[src/hdl/asp_pkg.sv]
// shared constants and types for the serial port mode and status block
package asp_pkg;
  // ****************************************************************
  // register map (byte addresses)
  // ****************************************************************
  localparam logic [7:0]  A_MODE     = 8'h00;
  localparam logic [7:0]  A_STA      = 8'h04;
  localparam logic [7:0]  A_TXD      = 8'h08;
  localparam logic [7:0]  A_RXD      = 8'h0c;
  localparam logic [7:0]  A_BRG      = 8'h10;
  localparam logic [15:0] MODE_RST   = 16'h0000;
  localparam logic [15:0] MODE_WMASK = 16'hbbff;
  localparam logic [15:0] BRG_RST    = 16'h001a;
  // ****************************************************************
  // field positions
  // ****************************************************************
  localparam int EN_B    = 15;
  localparam int INFRARED_CODEC_ENABLE_B  = 12;
  localparam int RTSMD_B = 11;
  localparam int UEN_B   = 8;
  localparam int WAKE_B  = 7;
  localparam int LPBK_B  = 6;
  localparam int AUTO_RATE_MEASURE_B = 5;
  localparam int RXINV_B = 4;
  localparam int RATE_GEN_SPEED_B  = 3;
  localparam int PDSEL_B = 1;
  localparam int STSEL_B = 0;
  localparam int TRMT_B  = 8;
  localparam int ADDRESS_MATCH_MODE_B = 5;
  localparam int RX_QUIET_FLAG_B = 4;
  localparam int PARITY_FAULT_FLAG_B  = 3;
  localparam int STOP_BIT_FAULT_FLAG_B  = 2;
  localparam int RX_OVERFLOW_FLAG_B  = 1;
  localparam int RX_WORD_AVAILABLE_B = 0;
  // ****************************************************************
  // codes and counts
  // ****************************************************************
  localparam logic [1:0] UEN_TXRX = 2'h0;
  localparam logic [1:0] UEN_RTS  = 2'h1;
  localparam logic [1:0] UEN_FLOW = 2'h2;
  localparam logic [1:0] UEN_BCLK = 2'h3;
  localparam logic [1:0] PD_8E    = 2'h1;
  localparam logic [1:0] PD_8O    = 2'h2;
  localparam logic [1:0] PD_9N    = 2'h3;
  localparam logic [4:0] TPB_LO   = 5'h10;
  localparam logic [4:0] TPB_HI   = 5'h04;
  localparam logic [4:0] IR_PULSE = 5'h03;
  localparam logic [2:0] AB_LAST  = 3'h3;
  localparam int AB_SH_LO = 7;
  localparam int AB_SH_HI = 5;
  typedef enum logic [2:0] {SER_IDLE, SER_START, SER_DATA, SER_PAR, SER_STOP} asp_ser_e;
endpackage

[src/hdl/asp_port.sv]
// serial port mode and status control with apb registers
// How it works
// - enable off releases pins, stops baud clock, transmit and receive
// - pin usage code picks driven pins
// - wake enable: irq on fall, clear on rise
// - echo bit selects loopback or normal
// - infrared codec only in 16x mode
// - 9-bit address mode keeps bit8 words
// - quiet flag reads one when receiver idle
// - parity flag of head word
// - framing flag of head word
// - overflow sets sticky flag until cleared
// - clearing overflow empties buffer and shifter
// - available flag shows buffer not empty
//
// The APB register port and the register addresses were decided locally.
`timescale 1ns/1ns
module asp_port
  import asp_pkg::*;
#(
  parameter int unsigned DEPTH = 4
) (
  input  wire logic        pclk,
  input  wire logic        presetn,
  input  wire logic        psel,
  input  wire logic        penable,
  input  wire logic        pwrite,
  input  wire logic [7:0]  paddr,
  input  wire logic [31:0] pwdata,
  output logic [31:0]      prdata,
  output logic             pready,
  output logic             pslverr,
  input  wire logic        sleep_req,
  input  wire logic        rx_pin,
  output logic             tx_pin,
  output logic             tx_pin_oe,
  input  wire logic        clear_to_send_pin_n,
  output logic             request_to_send_pin_n,
  output logic             request_to_send_pin_oe,
  output logic             baud_clock_out,
  output logic             baud_clock_out_oe,
  output logic             wake_irq
);
  localparam int AW = (DEPTH > 1) ? $clog2(DEPTH) : 1;

  if (DEPTH < 2 || (DEPTH & (DEPTH - 1)) != 0) begin : g_chk
    $error("DEPTH must be a power of two and at least 2");
  end

  // ****************************************************************
  // state
  // ****************************************************************
  typedef struct packed {
    logic [15:0]            mode;
    logic                   address_match_mode;
    logic                   rx_overflow_flag;
    logic [15:0]            brg;
    logic [15:0]            div;
    logic [DEPTH-1:0][10:0] mem;
    logic [AW-1:0]          wp;
    logic [AW-1:0]          rp;
    logic [AW:0]            cnt;
    logic                   pready;
    logic                   pslverr;
    logic [31:0]            prdata;
    logic                   tx_pin;
    logic                   tx_oe;
    logic                   rts_n;
    logic                   rts_oe;
    logic                   bclk;
    logic                   bclk_oe;
    logic                   pin_q;
    logic                   lin_q;
    logic                   wk_seen;
    logic                   wake_irq;
    logic                   ab_on;
    logic [2:0]             ab_edges;
    logic [23:0]            ab_cnt;
    logic                   flush;
  } asp_state_s;
  asp_state_s s;
  asp_state_s n;

  function automatic logic is_reg(input logic [7:0] a, input logic [7:0] off);
    is_reg = a == off;
  endfunction

  function automatic logic [15:0] rate(input logic [23:0] c, input logic hi);
    logic [23:0] q;
    q = hi ? (c >> AB_SH_HI) : (c >> AB_SH_LO);
    rate = (q == 24'h000000) ? 16'h0000 : q[15:0] - 16'h0001;
  endfunction

  // ****************************************************************
  // datapath
  // ****************************************************************
  logic       port_en;
  logic [1:0] pin_usage_select;
  logic [1:0] pdsel;
  logic       ir_on;
  logic       tick;
  logic [4:0] tpb;
  logic       pin_in;
  logic       rx_line;
  logic       tx_line;
  logic       tx_busy;
  logic       tx_ir;
  logic       tx_load;
  logic       rx_valid;
  logic [8:0] rx_word;
  logic       rx_pe;
  logic       rx_fe;
  logic       rx_busy;
  logic       rd_acc;
  logic       wr_acc;
  logic       mapped;
  logic       addr_on;
  logic       accept;
  logic       full;
  logic       ovf;
  logic       rx_overflow_flag_clr;
  logic       push;
  logic       pop;
  logic       fall;
  logic       nonempty;
  logic [10:0] head;
  logic [31:0] rd_val;

  assign port_en  = s.mode[EN_B];
  assign pin_usage_select      = s.mode[UEN_B+:2];
  assign pdsel    = s.mode[PDSEL_B+:2];
  assign ir_on    = s.mode[INFRARED_CODEC_ENABLE_B] && !s.mode[RATE_GEN_SPEED_B];
  assign tick     = port_en && (s.div == s.brg);
  assign tpb      = s.mode[RATE_GEN_SPEED_B] ? TPB_HI : TPB_LO;
  // the decoder is a plain inversion: pulses shorter than a sample may be missed
  assign pin_in   = rx_pin ^ s.mode[RXINV_B] ^ ir_on;
  assign rx_line  = s.mode[LPBK_B] ? tx_line : pin_in;
  assign rd_acc   = psel && penable && s.pready && !s.pslverr && !pwrite;
  assign wr_acc   = psel && penable && s.pready && !s.pslverr && pwrite;
  assign mapped   = is_reg(paddr, A_MODE) || is_reg(paddr, A_STA) || is_reg(paddr, A_TXD)
                    || is_reg(paddr, A_RXD) || is_reg(paddr, A_BRG);
  // no transmit buffer: a word written while busy, or while cts is high in flow mode, is dropped
  assign tx_load  = wr_acc && is_reg(paddr, A_TXD) && !tx_busy && port_en
                    && (pin_usage_select != UEN_FLOW || !clear_to_send_pin_n);
  assign addr_on  = s.address_match_mode && pdsel == PD_9N;
  assign accept   = rx_valid && !(addr_on && !rx_word[8]);
  assign full     = s.cnt == (AW+1)'(DEPTH);
  assign ovf      = accept && full;
  assign rx_overflow_flag_clr = wr_acc && is_reg(paddr, A_STA) && !pwdata[RX_OVERFLOW_FLAG_B] && s.rx_overflow_flag && !ovf;
  assign push     = accept && !full && !rx_overflow_flag_clr;
  assign nonempty = s.cnt != '0;
  assign pop      = rd_acc && is_reg(paddr, A_RXD) && nonempty;
  assign fall     = s.lin_q && !rx_line;
  assign head     = s.mem[s.rp];

  always_comb begin
    rd_val = 32'h00000000;
    if (is_reg(paddr, A_MODE)) begin
      rd_val[15:0] = s.mode;
    end else if (is_reg(paddr, A_STA)) begin
      rd_val[TRMT_B]  = !tx_busy;
      rd_val[ADDRESS_MATCH_MODE_B] = s.address_match_mode;
      rd_val[RX_QUIET_FLAG_B] = !rx_busy;
      rd_val[PARITY_FAULT_FLAG_B]  = nonempty && head[10];
      rd_val[STOP_BIT_FAULT_FLAG_B]  = nonempty && head[9];
      rd_val[RX_OVERFLOW_FLAG_B]  = s.rx_overflow_flag;
      rd_val[RX_WORD_AVAILABLE_B] = nonempty;
    end else if (is_reg(paddr, A_RXD)) begin
      rd_val[8:0] = head[8:0];
    end else if (is_reg(paddr, A_BRG)) begin
      rd_val[15:0] = s.brg;
    end
  end

  asp_tx u_tx (
    .pclk    (pclk),
    .presetn (presetn),
    .tick    (tick),
    .tpb     (tpb),
    .load    (tx_load),
    .word    (pwdata[8:0]),
    .nine    (pdsel == PD_9N),
    .par_en  (pdsel == PD_8E || pdsel == PD_8O),
    .par_odd (pdsel == PD_8O),
    .stop2   (s.mode[STSEL_B]),
    .line    (tx_line),
    .busy    (tx_busy),
    .ir      (tx_ir)
  );

  asp_rx u_rx (
    .pclk    (pclk),
    .presetn (presetn),
    .tick    (tick),
    .tpb     (tpb),
    .line    (rx_line),
    .en      (port_en && !s.ab_on && !sleep_req),
    .flush   (s.flush),
    .nine    (pdsel == PD_9N),
    .par_en  (pdsel == PD_8E || pdsel == PD_8O),
    .par_odd (pdsel == PD_8O),
    .valid   (rx_valid),
    .word    (rx_word),
    .pe      (rx_pe),
    .fe      (rx_fe),
    .busy    (rx_busy)
  );

  // ****************************************************************
  // next state
  // ****************************************************************
  always_comb begin
    n          = s;
    n.pready   = psel && !penable;
    n.pslverr  = psel && !penable && !mapped;
    if (psel && !penable) n.prdata = rd_val;
    n.div      = (tick || !port_en) ? 16'h0000 : s.div + 16'h0001;
    if (tick) n.bclk = !s.bclk;
    if (wr_acc && is_reg(paddr, A_MODE)) n.mode = pwdata[15:0] & MODE_WMASK;
    if (wr_acc && is_reg(paddr, A_BRG)) n.brg = pwdata[15:0];
    if (wr_acc && is_reg(paddr, A_STA)) n.address_match_mode = pwdata[ADDRESS_MATCH_MODE_B];
    // an overflow in the clearing cycle keeps the flag set
    if (ovf) n.rx_overflow_flag = 1'b1;
    else if (rx_overflow_flag_clr) n.rx_overflow_flag = 1'b0;
    n.flush = rx_overflow_flag_clr;
    if (rx_overflow_flag_clr) begin
      n.wp  = '0;
      n.rp  = '0;
      n.cnt = '0;
    end else begin
      if (push) begin
        n.mem[s.wp] = {rx_pe, rx_fe, rx_word};
        n.wp        = s.wp + 1'b1;
      end
      if (pop) n.rp = s.rp + 1'b1;
      if (push && !pop) n.cnt = s.cnt + 1'b1;
      else if (pop && !push) n.cnt = s.cnt - 1'b1;
    end
    // wake on start bit
    n.pin_q    = pin_in;
    n.wake_irq = 1'b0;
    if (s.mode[WAKE_B]) begin
      if (s.pin_q && !pin_in) begin
        n.wk_seen  = 1'b1;
        n.wake_irq = 1'b1;
      end else if (s.wk_seen && !s.pin_q && pin_in) begin
        n.wk_seen      = 1'b0;
        n.mode[WAKE_B] = 1'b0;
      end
    end else begin
      n.wk_seen = 1'b0;
    end
    // auto-rate: start edge to fifth falling edge spans eight bits
    n.lin_q = rx_line;
    if (!s.mode[AUTO_RATE_MEASURE_B]) begin
      n.ab_on = 1'b0;
    end else if (!s.ab_on) begin
      if (fall) begin
        n.ab_on    = 1'b1;
        n.ab_cnt   = 24'h000001; // the fall cycle counts too
        n.ab_edges = 3'h0;
      end
    end else begin
      n.ab_cnt = s.ab_cnt + 24'h000001;
      if (fall) begin
        n.ab_edges = s.ab_edges + 3'h1;
        if (s.ab_edges == AB_LAST) begin
          n.ab_on         = 1'b0;
          n.mode[AUTO_RATE_MEASURE_B] = 1'b0;
          n.brg           = rate(s.ab_cnt, s.mode[RATE_GEN_SPEED_B]);
        end
      end
    end
    // pins: released to the port latches while disabled
    n.tx_oe   = port_en;
    n.tx_pin  = s.mode[LPBK_B] ? !ir_on : (ir_on ? tx_ir : tx_line);
    n.rts_oe  = port_en && (pin_usage_select == UEN_RTS || pin_usage_select == UEN_FLOW);
    n.rts_n   = s.mode[RTSMD_B] ? !tx_busy : full;
    n.bclk_oe = port_en && pin_usage_select == UEN_BCLK;
  end

  always_ff @(posedge pclk or negedge presetn) begin
    if (!presetn) begin
      s <= '{mode: MODE_RST, brg: BRG_RST, tx_pin: 1'b1, rts_n: 1'b1, pin_q: 1'b1, lin_q: 1'b1, default: '0};
    end else begin
      s <= n;
    end
  end

  assign prdata                 = s.prdata;
  assign pready                 = s.pready;
  assign pslverr                = s.pslverr;
  assign tx_pin                 = s.tx_pin;
  assign tx_pin_oe              = s.tx_oe;
  assign request_to_send_pin_n  = s.rts_n;
  assign request_to_send_pin_oe = s.rts_oe;
  assign baud_clock_out         = s.bclk;
  assign baud_clock_out_oe      = s.bclk_oe;
  assign wake_irq               = s.wake_irq;
endmodule // asp_port

[src/hdl/asp_tx.sv]
// transmit serializer with infrared pulse output
`timescale 1ns/1ns
module asp_tx
  import asp_pkg::*;
(
  input  wire logic       pclk,
  input  wire logic       presetn,
  input  wire logic       tick,
  input  wire logic [4:0] tpb,
  input  wire logic       load,
  input  wire logic [8:0] word,
  input  wire logic       nine,
  input  wire logic       par_en,
  input  wire logic       par_odd,
  input  wire logic       stop2,
  output logic            line,
  output logic            busy,
  output logic            ir
);
  typedef struct packed {
    asp_ser_e   st;
    logic [4:0] tc;
    logic [3:0] bc;
    logic [8:0] sh;
    logic       par;
    logic       line;
    logic       stop_n;
  } asp_tx_s;
  asp_tx_s s;
  asp_tx_s n;
  logic    last;

  assign last = tick && (s.tc == tpb - 5'h01);
  assign line = s.line;
  assign busy = s.st != SER_IDLE;
  // the pulse rides the first ticks of every low bit
  assign ir   = busy && !s.line && (s.tc < IR_PULSE);

  always_comb begin
    n = s;
    if (tick) begin
      n.tc = last ? 5'h00 : s.tc + 5'h01;
    end
    case (s.st)
      SER_IDLE: begin
        n.line = 1'b1;
        if (load) begin
          n.st   = SER_START;
          n.sh   = word;
          n.par  = par_odd ^ (^word[7:0]);
          n.tc   = 5'h00;
          n.bc   = 4'h0;
          n.line = 1'b0;
        end
      end
      SER_START: begin
        if (last) begin
          n.st   = SER_DATA;
          n.line = s.sh[0];
          n.sh   = s.sh >> 1;
        end
      end
      SER_DATA: begin
        if (last) begin
          n.bc = s.bc + 4'h1;
          if (s.bc == (nine ? 4'h8 : 4'h7)) begin
            n.st     = par_en ? SER_PAR : SER_STOP;
            n.line   = par_en ? s.par : 1'b1;
            n.stop_n = stop2;
          end else begin
            n.line = s.sh[0];
            n.sh   = s.sh >> 1;
          end
        end
      end
      SER_PAR: begin
        if (last) begin
          n.st   = SER_STOP;
          n.line = 1'b1;
        end
      end
      default: begin
        if (last) begin
          if (s.stop_n) n.stop_n = 1'b0;
          else n.st = SER_IDLE;
        end
      end
    endcase
  end

  always_ff @(posedge pclk or negedge presetn) begin
    if (!presetn) begin
      s <= '{st: SER_IDLE, line: 1'b1, default: '0};
    end else begin
      s <= n;
    end
  end
endmodule // asp_tx

[src/hdl/asp_rx.sv]
// receive deserializer with parity and framing checks
`timescale 1ns/1ns
module asp_rx
  import asp_pkg::*;
(
  input  wire logic       pclk,
  input  wire logic       presetn,
  input  wire logic       tick,
  input  wire logic [4:0] tpb,
  input  wire logic       line,
  input  wire logic       en,
  input  wire logic       flush,
  input  wire logic       nine,
  input  wire logic       par_en,
  input  wire logic       par_odd,
  output logic            valid,
  output logic [8:0]      word,
  output logic            pe,
  output logic            fe,
  output logic            busy
);
  typedef struct packed {
    asp_ser_e   st;
    logic [4:0] tc;
    logic [3:0] bc;
    logic [8:0] sh;
    logic       pe;
    logic       fe;
    logic       valid;
    logic [8:0] word;
    logic       ln_q;
  } asp_rx_s;
  asp_rx_s s;
  asp_rx_s n;
  logic    last;

  assign last  = tick && (s.tc == tpb - 5'h01);
  assign valid = s.valid;
  assign word  = s.word;
  assign pe    = s.pe;
  assign fe    = s.fe;
  assign busy  = s.st != SER_IDLE;

  always_comb begin
    n = s;
    n.valid = 1'b0;
    n.ln_q  = line;
    if (tick && !last) n.tc = s.tc + 5'h01;
    case (s.st)
      SER_IDLE: begin
        // edge, not level: a low tail after auto-rate is no start
        if (s.ln_q && !line) begin
          n.st = SER_START;
          n.tc = 5'h00;
          n.pe = 1'b0;
        end
      end
      SER_START: begin
        // recheck at mid bit so a glitch is not taken for a start
        if (tick && s.tc == (tpb >> 1)) begin
          n.st = line ? SER_IDLE : SER_DATA;
          n.tc = 5'h00;
          n.bc = 4'h0;
        end
      end
      SER_DATA: begin
        if (last) begin
          n.tc        = 5'h00;
          n.sh[s.bc]  = line;
          n.bc        = s.bc + 4'h1;
          if (s.bc == (nine ? 4'h8 : 4'h7)) n.st = par_en ? SER_PAR : SER_STOP;
        end
      end
      SER_PAR: begin
        if (last) begin
          n.tc = 5'h00;
          n.pe = ((^s.sh[7:0]) ^ line) != par_odd;
          n.st = SER_STOP;
        end
      end
      default: begin
        if (last) begin
          n.fe    = !line;
          n.valid = 1'b1;
          n.word  = nine ? s.sh : {1'b0, s.sh[7:0]};
          n.st    = SER_IDLE;
        end
      end
    endcase
    if (!en || flush) begin
      n.st    = SER_IDLE;
      n.valid = 1'b0;
    end
  end

  always_ff @(posedge pclk or negedge presetn) begin
    if (!presetn) begin
      s <= '{st: SER_IDLE, ln_q: 1'b1, default: '0};
    end else begin
      s <= n;
    end
  end
endmodule // asp_rx

[config.mk]
export PLATFORM = sky130hd
export DESIGN_NAME = asp_port
export DESIGN_NICKNAME = d
export VERILOG_FILES = /design/src/hdl/asp_pkg.sv /design/src/hdl/asp_port.sv /design/src/hdl/asp_tx.sv /design/src/hdl/asp_rx.sv
export SDC_FILE = /design/constraint.sdc
export NUM_CORES = 1
export LEC_CHECK = 0
export ABC_AREA = 1
export BUFFER_PORTS_ARGS = -buffer_cell sky130_fd_sc_hd__clkbuf_2
export CAP_MARGIN = 40
export CORE_MARGIN = 5
export CORE_UTILIZATION = 40
export CTS_CLUSTER_SIZE = 8
export DETAILED_ROUTE_END_ITERATION = 8
export PLACE_DENSITY_LB_ADDON = 0.15
export SLEW_MARGIN = 25
export SYNTH_ARGS = -nofsm -noshare
export SYNTH_HDL_FRONTEND = slang
export SYNTH_SLANG_ARGS = --single-unit
[constraint.sdc]
create_clock -name pclk -period 2.3 [get_ports pclk]
set_clock_uncertainty 0.1 [all_clocks]
set_input_delay 0.46 -clock pclk [delete_from_list [all_inputs] [get_ports pclk]]
set_output_delay 0.46 -clock pclk [all_outputs]
set_load 0.05 [all_outputs]
==> flow_metrics.tcl <==
set metrics [dict create \
    grt.overflow.total 0 \
    start_util_pct 40.2 \
    syn-mean-instance-area_um2 7.97 \
    dr_wl_met3_um 1710 \
    wl_met1_um 15900 \
    syn_inst 1531 \
    drtAntennaViolNets 0 \
    ios 89 \
    dp_hpwl_um 24800 \
    post-place-cells 2014 \
    worst_slew_pin_slew_ns 0.758 \
    drive_above_1_share_pct 17.8 \
    seq_area_frac_synth_pct 43.8 \
    slew_headroom_pct 49.4 \
    synth_edf_count 0 \
    power_density_nw_per_um2 582 \
    finalHoldViolations 0 \
    synth_largest_area_cell "dfrtp_1" \
    rsz0062_at_grt "true" \
    timing.rr.start "pdsel[0]$_DFFE_PN0P_" \
    ys.flop_type "dfrtp_1" \
    grt_first_pass_wirelength_um 52800 \
    period_needed_ns 2.18 \
    status "finished clean" \
    setup_viol 0 \
    finalInstanceArea_um2 14300 \
    drtPass1Iterations 5 \
    antenna_found_initial 0 \
    final_util_pct 47.2 \
    drt-initial-drc-count 774 \
    async_flop_share_pct 100 \
    min_from "pwdata[12]" \
    ir_worst_vdd_mv 0.508 \
    n_antenna_cell 0 \
    routed_wl_um 33000 \
    cap_violations 0 \
    gp_congestion 0.872 \
    yosys-top-cells-count "385 x nand2_1, 205 x dfrtp_1, 162 x inv_1, 138 x o21ai_0, 122 x nor2_1" \
    routed_via_density 4.95 \
    wl_per_cell_um 15.9 \
    clk-insertion-delay-late_ns 0.54 \
    fmaxAchievable_ghz 0.460 \
    cts_root_buf "clkbuf_16" \
    h-tree-depth 1 \
    clock_tree.buffer_depth 3 \
    path_max_fanout 12 \
    finalCritPeriodShare_pct 94.6 \
    setup-tns-final_ns 0 \
    worstHoldEndpoint "s[170]$_DFFE_PN0P_" \
    yosysMostFrequentCell "nand2_1" \
    fp.dieW_um 185 \
    nets 1730 \
    final_cells 2078 \
    reg2reg_slack_ns 0.12 \
    drcViolationCount 0 \
    yosysWarnings 0 \
    yosys.area.top_type_share_pct 42.1 \
    fp.coreArea_um2 30300 \
    first_global_vias 9747 \
    hold_path.class "primary input to flop" \
    placed_cell_area_um2 13300 \
    clkTransAtPathRegs_ns 0.05 \
    syn2layout_area_growth_pct 17.6 \
    num_rows 64 \
    portBuffers 56 \
    rr_worst_depth 9 \
    cp-start-kind "flop" \
    syn_area_um2 12200 \
    setup.worst_path.class "flop to flop" \
    met2_wirelength_um 14700 \
    min_path_cells 2 \
    synth.distinct_cells 55 \
    cts_tree "built" \
    grtUsageTotal_pct 19.1 \
    ys_ff_latch 213 \
    p_leak_nw 6.81 \
    slew_viol_final 0 \
    numClockSinks 213 \
    top_layer "met4" \
    cp.required_ns 2.63 \
    finalPower_w 0.00835 \
    die_h_um 185 \
    end_kind "flop" \
    ys_top_cells_by_area "dfrtp_1 42%, nand2_1 12%, o21ai_0 5.7%" \
    arrival_ns 2.50 \
    rr_endpoint "s[113]$_DFFE_PN0P_" \
    die_area_um2 34100 \
    num_vias 10281 \
    cts_buffers 30 \
    grt_max_degree 66 \
]
-- placed cells by master, fill, tap and decap left out, drive strengths merged --
master	count
nand2	397
dfrtp	205
inv	175
o21ai	163
nor2	142
clkbuf	109
buf	97
nand3	71
a21oi	62
xor2	40
nor3	35
nand4	32
mux2	27
ha	21
xnor2	19
conb	16
o31ai	12
o22ai	11
dfstp	8
nor4	7
a221oi	6
o211ai	5
a31oi	3
mux2i	2
a32o	2
nand3b	2
clkinv	2
nor3b	1
and3	1
o41ai	1
o2111ai	1
or2	1
a31o	1
o311ai	1
a22o	1
o221ai	1
fa	1
dlygate4sd3	1
-- repair_timing --
item / 4_1_cts / 5_1_grt
gates resized for setup: 1 / 17
setup buffers: 0 / 8
hold buffers: 1 / 0
setup endpoints to repair: 10 / 29
hold endpoints to repair: 54 / 0
cloned: 0 / 1
pin swaps: 0 / 10
-- how the worst max path moves through the flow --
stage | end | slack (ns) | startpoint | cells after the start
after floorplan | s[75]$_DFFE_PN0P_ | 0.01 | pready$_DFF_PN0_ | 12
after global placement | s[75]$_DFFE_PN0P_ | -0.02 | paddr[1] | 12
after detailed placement | s[75]$_DFFE_PN0P_ | -0.05 | paddr[1] | 12
after CTS | s[75]$_DFFE_PN0P_ | 0.04 | pslverr$_DFF_PN0_ | 11
after global routing | s[154]$_DFF_PN0_ | -0.08 | s[6]$_DFFE_PN0P_ | 13
final | s[113]$_DFFE_PN0P_ | 0.12 | pdsel[0]$_DFFE_PN0P_ | 9
-- where the power goes --
part / internal [W] / total, W / switching, W
Combinational: 0.000105 / 0.000431 / 0.000326
Clock: 0.00248 / 0.00412 / 0.00163
Sequential: 0.00378 / 0.00380 / 0.0000180
Total: 0.00637 / 0.00835 / 0.00198
-- flip-flops by register name, summed over array words and instances, names as in the netlist, 2 cells and up --
| name | flops |
|---|---|
| s | 125 |
| u_tx.s | 23 |
| u_rx.s | 22 |
| prdata | 16 |
| u_rx.word | 9 |
| pdsel | 2 |
| pin_usage_select | 2 |
-- metal layers --
layer / global-route usage (%) / vias to the layer above
met3: 2.68 / 35
met4: 3.88 / 0
li1: - / 5213
met2: 30.6 / 229
met5: 0 / -
met1: 28.0 / 4804
-- cells by family after synthesis --
logic type	Yosys count	synth area share, %
and+or+nand+nor	688	25.1
DFF	213	43.8
AOI/OAI and AO/OA	270	12.6
adders and majority gates	22	2.32
buffers and inverters	249	9.17
xor gates and xnor gates	59	4.30
muxes	29	2.66
other	1	0.0307
-- final cells by class --
class	count	area (um^2)
Inverter	177	666
Sequential cell	213	5350
Tap cell	396	495
Timing Repair Buffer	153	1120
Fill cell	3024	16000
Clock buffer	54	862
Multi-Input combinational cell	1085	5850
-- per-stage QoR --
stage	hold slack (ns)	setup slack, ns
2_1_floorplan	0.0644	0.0111
3_3_place_gp	0.357	-0.0190
3_5_place_dp	0.360	-0.0483
4_1_cts	0.0758	0.0399
5_1_grt	0.0871	-0.0764
6_report	0.101	0.125
-- critical path: stages (launching register included) --
cell and delay, ns:
dfrtp_1 0.38, ha_1 0.21, nand2_1 0.06, o21ai_1 0.10, nor2_1 0.14, buf_4 0.16, nand2_4 0.06, buf_4 0.16
nor2_4 0.31, mux2_2 0.39
No activity file was read; power rests on OpenSTA's default activity.
